==> src/serc_pkg.sv <==
// package: secondary error and retry control constants
// assumes: shared by the single design module and its testbench
package serc_pkg;
    // ------------------------------------------------------------
    // register map
    // ------------------------------------------------------------
    localparam logic [11:0] SERC_RETRY_LIMIT_OFS = 12'h0040;
    localparam logic [11:0] SERC_BRIDGE_CTL_OFS = 12'h003C;
    localparam logic [11:0] SERC_IRQ_STATUS_OFS = 12'h0100;
    localparam logic [11:0] SERC_IRQ_ENABLE_OFS = 12'h0104;
    localparam logic [11:0] SERC_IRQ_CLEAR_OFS = 12'h0108;
    localparam logic [11:0] SERC_ERR_COUNT_OFS = 12'h010C;
    // ------------------------------------------------------------
    // fields and reset values
    // ------------------------------------------------------------
    localparam int SERC_PERESP_BIT = 16;
    localparam logic [7:0] SERC_IRQ_PIN_VAL = 8'h00;
    localparam logic [7:0] SERC_IRQ_LINE_VAL = 8'hFF;
    localparam logic [3:0] SERC_LIMIT_RST = 4'h0;
    localparam logic SERC_PERESP_RST = 1'b0;
    localparam logic [3:0] SERC_LIM_OFF = 4'h0;
    localparam logic [3:0] SERC_LIM_256 = 4'h1;
    localparam logic [3:0] SERC_LIM_64K = 4'h2;
    localparam logic [3:0] SERC_LIM_16M = 4'h4;
    localparam logic [3:0] SERC_LIM_2G = 4'h8;
    localparam logic [31:0] SERC_CNT_256 = 32'h0000_0100;
    localparam logic [31:0] SERC_CNT_64K = 32'h0001_0000;
    localparam logic [31:0] SERC_CNT_16M = 32'h0100_0000;
    localparam logic [31:0] SERC_CNT_2G = 32'h8000_0000;
    // interrupt status bit positions
    localparam int SERC_EV_ADDR = 0;
    localparam int SERC_EV_DATA = 1;
    localparam int SERC_EV_EXPIRE = 2;
    localparam int SERC_NEV = 3;
    // ------------------------------------------------------------
    // retry tracker states
    // ------------------------------------------------------------
    typedef enum logic [0:0] {
        SERC_IDLE = 1'b0,
        SERC_BUSY = 1'b1
    } serc_state_type;
endpackage

==> src/serc_core.sv <==
// module: secondary bus error response, poison and retry expiry
// assumes: pin-level inputs arrive asynchronously, request/retry
// strobes come from same-clock bridge logic
//
// Function
// - parity response set: detect and report errors
// - response clear (reset): ignore errors, carry on
// - always generate outgoing parity
// - data errors always forward poisoned data
// - interrupt pin field reads zero
// - interrupt line read-only, reads all ones
// - limit zero resets, never expires
// - one-hot limit selects 256/64K/16M/2G
// - count retries, drop request at threshold
// - upper retry register bits read zero
//
// The implementer's own choice: the plain strobed port.
`timescale 1ns/10ps
module serc_core
    import serc_pkg::*;
#(
    parameter int DATA_W = 32
) (
    input wire logic clk,
    input wire logic rst_n,
    input wire logic [11:0] reg_addr,
    input wire logic [31:0] reg_wdata,
    input wire logic reg_wr,
    input wire logic reg_rd,
    output logic [31:0] reg_rdata,
    input wire logic pin_addr_err,
    input wire logic pin_data_err,
    input wire logic [DATA_W-1:0] up_data,
    input wire logic up_valid,
    output logic [DATA_W-1:0] fwd_data,
    output logic fwd_valid,
    output logic fwd_poison,
    input wire logic [DATA_W-1:0] out_data,
    output logic out_par,
    output logic err_report,
    input wire logic req_start,
    input wire logic req_retry,
    input wire logic req_done,
    output logic req_drop,
    output logic irq
);
    // ------------------------------------------------------------
    // pin synchronisers
    // ------------------------------------------------------------
    logic [1:0] s1_r, s2_r;
    always_ff @(posedge clk or negedge rst_n) begin
        if (!rst_n) begin
            s1_r <= 2'h0;
            s2_r <= 2'h0;
        end else begin
            s1_r <= {pin_data_err, pin_addr_err};
            s2_r <= s1_r;
        end
    end
    logic addr_err, data_err;
    assign addr_err = s2_r[0];
    assign data_err = s2_r[1];

    // ------------------------------------------------------------
    // registers and error path
    // ------------------------------------------------------------
    logic peresp_r, peresp_nxt;
    logic [3:0] limit_r, limit_nxt;
    logic [SERC_NEV-1:0] stat_r, stat_nxt, en_r, en_nxt, ev;
    logic [31:0] rdata_r, rdata_nxt;
    logic [15:0] errcnt_r, errcnt_nxt;
    logic [DATA_W-1:0] fwd_data_r, fwd_data_nxt;
    logic fwd_valid_r, fwd_valid_nxt, fwd_poison_r, fwd_poison_nxt;
    logic par_r, par_nxt, rep_r, rep_nxt, irq_r, irq_nxt;
    logic drop_r, drop_nxt;
    logic expire;

    always_comb begin
        peresp_nxt = peresp_r;
        limit_nxt = limit_r;
        en_nxt = en_r;
        if (reg_wr && reg_addr == SERC_BRIDGE_CTL_OFS) begin
            peresp_nxt = reg_wdata[SERC_PERESP_BIT];
        end
        if (reg_wr && reg_addr == SERC_RETRY_LIMIT_OFS) begin
            limit_nxt = reg_wdata[3:0];
        end
        if (reg_wr && reg_addr == SERC_IRQ_ENABLE_OFS) begin
            en_nxt = reg_wdata[SERC_NEV-1:0];
        end
        ev = '0;
        ev[SERC_EV_ADDR] = peresp_r && addr_err;
        ev[SERC_EV_DATA] = peresp_r && data_err;
        ev[SERC_EV_EXPIRE] = expire;
        stat_nxt = stat_r;
        if (reg_wr && reg_addr == SERC_IRQ_CLEAR_OFS) begin
            stat_nxt = stat_r & ~reg_wdata[SERC_NEV-1:0];
        end
        stat_nxt = stat_nxt | ev;
        errcnt_nxt = errcnt_r;
        if ((ev[SERC_EV_ADDR] || ev[SERC_EV_DATA]) && errcnt_r != 16'hFFFF)
        begin
            errcnt_nxt = errcnt_r + 16'h0001;
        end
        rep_nxt = ev[SERC_EV_ADDR] | ev[SERC_EV_DATA];
        irq_nxt = |(stat_nxt & en_nxt);
        fwd_data_nxt = up_data;
        fwd_valid_nxt = up_valid;
        fwd_poison_nxt = up_valid && data_err;
        par_nxt = ^out_data;
        rdata_nxt = 32'h0000_0000;
        if (reg_rd) begin
            case (reg_addr)
                SERC_BRIDGE_CTL_OFS: begin
                    rdata_nxt[SERC_PERESP_BIT] = peresp_r;
                    rdata_nxt[15:8] = SERC_IRQ_PIN_VAL;
                    rdata_nxt[7:0] = SERC_IRQ_LINE_VAL;
                end
                SERC_RETRY_LIMIT_OFS: begin
                    rdata_nxt[3:0] = limit_r;
                end
                SERC_IRQ_STATUS_OFS: begin
                    rdata_nxt[SERC_NEV-1:0] = stat_r;
                end
                SERC_IRQ_ENABLE_OFS: begin
                    rdata_nxt[SERC_NEV-1:0] = en_r;
                end
                SERC_ERR_COUNT_OFS: begin
                    rdata_nxt[15:0] = errcnt_r;
                end
                default: begin
                    rdata_nxt = 32'h0000_0000;
                end
            endcase
        end
    end

    always_ff @(posedge clk or negedge rst_n) begin
        if (!rst_n) begin
            peresp_r <= SERC_PERESP_RST;
            limit_r <= SERC_LIMIT_RST;
            en_r <= '0;
            stat_r <= '0;
            errcnt_r <= 16'h0000;
            rep_r <= 1'b0;
            irq_r <= 1'b0;
            fwd_data_r <= '0;
            fwd_valid_r <= 1'b0;
            fwd_poison_r <= 1'b0;
            par_r <= 1'b0;
            rdata_r <= 32'h0000_0000;
        end else begin
            peresp_r <= peresp_nxt;
            limit_r <= limit_nxt;
            en_r <= en_nxt;
            stat_r <= stat_nxt;
            errcnt_r <= errcnt_nxt;
            rep_r <= rep_nxt;
            irq_r <= irq_nxt;
            fwd_data_r <= fwd_data_nxt;
            fwd_valid_r <= fwd_valid_nxt;
            fwd_poison_r <= fwd_poison_nxt;
            par_r <= par_nxt;
            rdata_r <= rdata_nxt;
        end
    end

    // ------------------------------------------------------------
    // retry expiry counter
    // ------------------------------------------------------------
    serc_state_type st_r, st_nxt;
    logic [31:0] rcnt_r, rcnt_nxt, thresh;

    always_comb begin
        case (limit_r)
            SERC_LIM_256: thresh = SERC_CNT_256;
            SERC_LIM_64K: thresh = SERC_CNT_64K;
            SERC_LIM_16M: thresh = SERC_CNT_16M;
            SERC_LIM_2G: thresh = SERC_CNT_2G;
            default: thresh = 32'h0000_0000;
        endcase
    end

    always_comb begin
        st_nxt = st_r;
        rcnt_nxt = rcnt_r;
        expire = 1'b0;
        drop_nxt = 1'b0;
        case (st_r)
            SERC_IDLE: begin
                if (req_start) begin
                    st_nxt = SERC_BUSY;
                    rcnt_nxt = 32'h0000_0000;
                end
            end
            SERC_BUSY: begin
                if (req_done) begin
                    st_nxt = SERC_IDLE;
                end else if (req_retry) begin
                    rcnt_nxt = rcnt_r + 32'h0000_0001;
                    if (thresh != 32'h0000_0000 && rcnt_nxt >= thresh) begin
                        expire = 1'b1;
                        drop_nxt = 1'b1;
                        st_nxt = SERC_IDLE;
                    end
                end
            end
            default: begin
                st_nxt = SERC_IDLE;
            end
        endcase
    end

    always_ff @(posedge clk or negedge rst_n) begin
        if (!rst_n) begin
            st_r <= SERC_IDLE;
            rcnt_r <= 32'h0000_0000;
            drop_r <= 1'b0;
        end else begin
            st_r <= st_nxt;
            rcnt_r <= rcnt_nxt;
            drop_r <= drop_nxt;
        end
    end

    assign reg_rdata = rdata_r;
    assign fwd_data = fwd_data_r;
    assign fwd_valid = fwd_valid_r;
    assign fwd_poison = fwd_poison_r;
    assign out_par = par_r;
    assign err_report = rep_r;
    assign req_drop = drop_r;
    assign irq = irq_r;
endmodule

==> config.mk <==
export PLATFORM = sky130hd
export DESIGN_NAME = serc_core
export DESIGN_NICKNAME = d
export VERILOG_FILES = /design/src/serc_pkg.sv /design/src/serc_core.sv
export SDC_FILE = /design/constraint.sdc
export NUM_CORES = 1
export LEC_CHECK = 0
export BUFFER_PORTS_ARGS = -buffer_cell sky130_fd_sc_hd__buf_2
export CORE_ASPECT_RATIO = 0.5
export CORE_MARGIN = 4
export CORE_UTILIZATION = 28
export DETAILED_ROUTE_END_ITERATION = 7
export GPL_TIMING_DRIVEN = 0
export RECOVER_POWER = 100
export SLEW_MARGIN = 5
export SYNTH_ARGS = -nofsm -noshare
export SYNTH_HDL_FRONTEND = slang
export SYNTH_SLANG_ARGS = --single-unit
==> constraint.sdc <==
create_clock -name clk -period 3.4 [get_ports clk]
set_clock_uncertainty 0.05 [all_clocks]
set_input_delay 0.17 -clock clk [delete_from_list [all_inputs] [get_ports clk]]
set_output_delay 0.17 -clock clk [all_outputs]
set_load 0.05 [all_outputs]
==> impl_metrics.yaml <==
cts:
  clkLatencyLatePin_ps: 420
  cts_made_buffers: 17
  cts_buffer_depth: 2
  clockRootBuffer: "clkbuf_16"
  cts_tree: "done"
  cts_sinks: 119
  cts_max_level: 4
  clkTransAtPathRegs_ps: 60
floorplan:
  rows: 36
  core-area_sq_um: 19800
  die-area_sq_um: 23100
  ios: 188
  die_width_um: 211
  start_util: 0.291
  die_h_um: 109
layout:
  nNetsFinal: 907
  final.fill_count: 1993
  diodes: 0
  syn_to_final_growth_pct: 35.9
  drive_gt1_frac: 0.207
  final_cells: 1062
grt:
  antenna_found_initial: 0
  grt_util_all_layers: 0.134
  grt_overflow: 0
  first_global_vias: 4845
  grt_pass1_wl_um: 24700
  grt_max_degree: 65
sta:
  rsz0062_at_grt: "no"
  max_freq_mhz: 318
  finalSetupTns_ps: 0
  tightest_slew_ps: 1420
  period_share: 0.925
  worst_slack_ps: 256
  relSlewSlack: 0.0555
  fin_hold_ws_ps: 30.6
  hold_viol: 0
  min_period_ps: 3140
  maxSlewViolCount: 0
  setup_viol: 0
logic_synthesis:
  async_reset_ff_frac: 1.00
  synth_cells: 560
  avgSynthCellArea_sq_um: 10.3
  yosys-top-cells-area: "dfrtp_1, xnor2_1, o21ai_0, nand2_1, and3_1"
  synth_ff_type: "dfrtp_1"
  yosys_warnings: 0
  seq_area_frac_synth: 0.516
  synth_area_sq_um: 5770
  netlist.top_cell.by_area: "dfrtp_1"
  synth_commonest_cells: "dfrtp_1, nand2_1, o21ai_0, xnor2_1, nor2_1"
  synth_top_area_share: 0.516
  synth_most_common_cell: "dfrtp_1"
  synth_cell_types: 64
  synth-edff-count: 0
  synth_seq_cells: 119
placement:
  gp_congestion: 0.857
  pre_cts_slack_ps: 156
  dp_hpwl_um: 11000
  placed_cells: 986
  io_buffers: 145
run:
  drv_cap: 0
worst_setup_path:
  worstSetupPathType: "reg -> reg"
  cp-startpoint: "rcnt_r[10]"
  end_kind: "flip-flop"
  reg2reg_from: "rcnt_r[10]"
  arrival_ps: 3370
  path_max_fanout: 9
  reg2reg_slack_ps: 260
  worstSetupStartpointType: "flip-flop"
  cp-endpoint: "irq"
  rr_worst_depth: 9
  rr_endpoint: "irq"
  cp.required_ps: 3630
routing:
  drtIter0Drc: 428
  detail-route-antenna-nets: 0
  wl_um: 15600
  vias: 5017
  wl_per_cell_um: 14.7
  via_per_inst: 4.72
  dr.pass1.iters: 4
  drc: 0
min_path:
  hold_path.class: "in -> reg"
  hp-start: "req_retry"
power:
  vdd_drop_max_v: 0.000335
  power.density_nw_per_um2: 480
  power.leakage_uw: 0.00354
outcome:
  status: "finished clean"
==> logic make-up (layout without fill, tap and decap cells) <==
group                      Yosys count  after routing  share of synthesized area
AOI/OAI and AO/OA                  114            114                      0.125
xor gates and xnor gates            54             54                     0.0820
adders and majority gates            6              6                     0.0130
buffers and inverters               43            265                     0.0412
DFF                                119            119                      0.516
muxes                               15             15                     0.0284
other                                1             15                   0.000650
and+or+nand+nor                    208            208                      0.194
==> routing by layer <==
layer  track usage  wire (um)  vias to the layer above
met2         0.208       7610                      128
li1              -          -                     2427
met5             0          0                        -
met4        0.0490        195                        0
met1         0.178       7100                     2445
met3        0.0391        734                       17
==> layout by cell type, fill, tap and decap left out, types with 8 or more instances in the layout <==
cell type / synthesis / layout
xnor2_1: 44 / 44
nand3_1: 26 / 26
clkbuf_16: 0 / 17
conb_1: 1 / 15
clkbuf_1: 15 / 72
o21ai_0: 47 / 48
nand4_1: 17 / 18
buf_4: 16 / 18
nor2_1: 37 / 37
buf_2: 6 / 95
a21oi_1: 17 / 17
nor3_1: 8 / 8
and3_1: 24 / 24
xor2_1: 10 / 10
dfrtp_1: 119 / 119
dlygate4sd3_1: 0 / 42
nand2_1: 50 / 50
mux2_2: 10 / 9
o31ai_1: 10 / 10
==> what timing repair did <==
action,in CTS,in global routing
endpoints found under the hold margin,99,0
hold buffers,42,0
setup buffers,0,2
setup endpoints to repair,0,2
resized for setup,0,1
==> how the worst min path moves through the flow <==
stage / end / slack (ps) / depth (start not counted)
after global routing: reg_rdata[8] / 40 / 2
after floorplan: en_r[0] / -180 / 0
after detailed placement: rcnt_r[10] / 130 / 1
final: st_r / 30 / 3
after global placement: fwd_data[1] / 230 / 1
after CTS: st_r / 20 / 3
==> registers in the layout, indices dropped and copies added (netlist names) <==
register,cells
s2_r,2
reg_rdata,17
fwd_data,32
fwd_valid,1
errcnt_r,16
s1_r,2
err_report,1
st_r,1
fwd_poison,1
stat_r,3
irq,1
limit_r,4
req_drop,1
peresp_r,1
rcnt_r,32
en_r,3
out_par,1
==> stage by stage <==
step	cell area (sq um)	util	power [uW]
after floorplan	5820	-	1800
after global placement	6880	0.347	1950
after detailed placement	6910	0.349	1960
after CTS	7930	0.400	3820
after global routing	7840	0.395	3920
final	7840	0.395	3770
==> area by class of cell <==
class,instances,area (sq um),area share
Buffer,39,223,0.0284
Multi-Input combinational cell,412,2600,0.332
Inverter,4,15.0,0.00192
Clock buffer,18,429,0.0548
Timing Repair Buffer,190,1100,0.140
Sequential cell,119,2980,0.380
Tap cell,266,333,0.0425
Clock inverter,14,164,0.0209
==> critical path: stages, from the launching register on <==
cell	delay [ps]
dfrtp_1	320
clkbuf_2	180
nand4_1	320
nor4_2	730
nand4_1	330
mux2i_1	200
a221oi_1	280
a311o_1	220
o21a_1	230
o221ai_1	140
==> power by group <==
part	internal (uW)	leakage, uW	switching [uW]
Clock	1100	0.000281	713
Combinational	177	0.00169	303
Sequential	1460	0.00157	18.3
(Power assumes the default switching activity.)
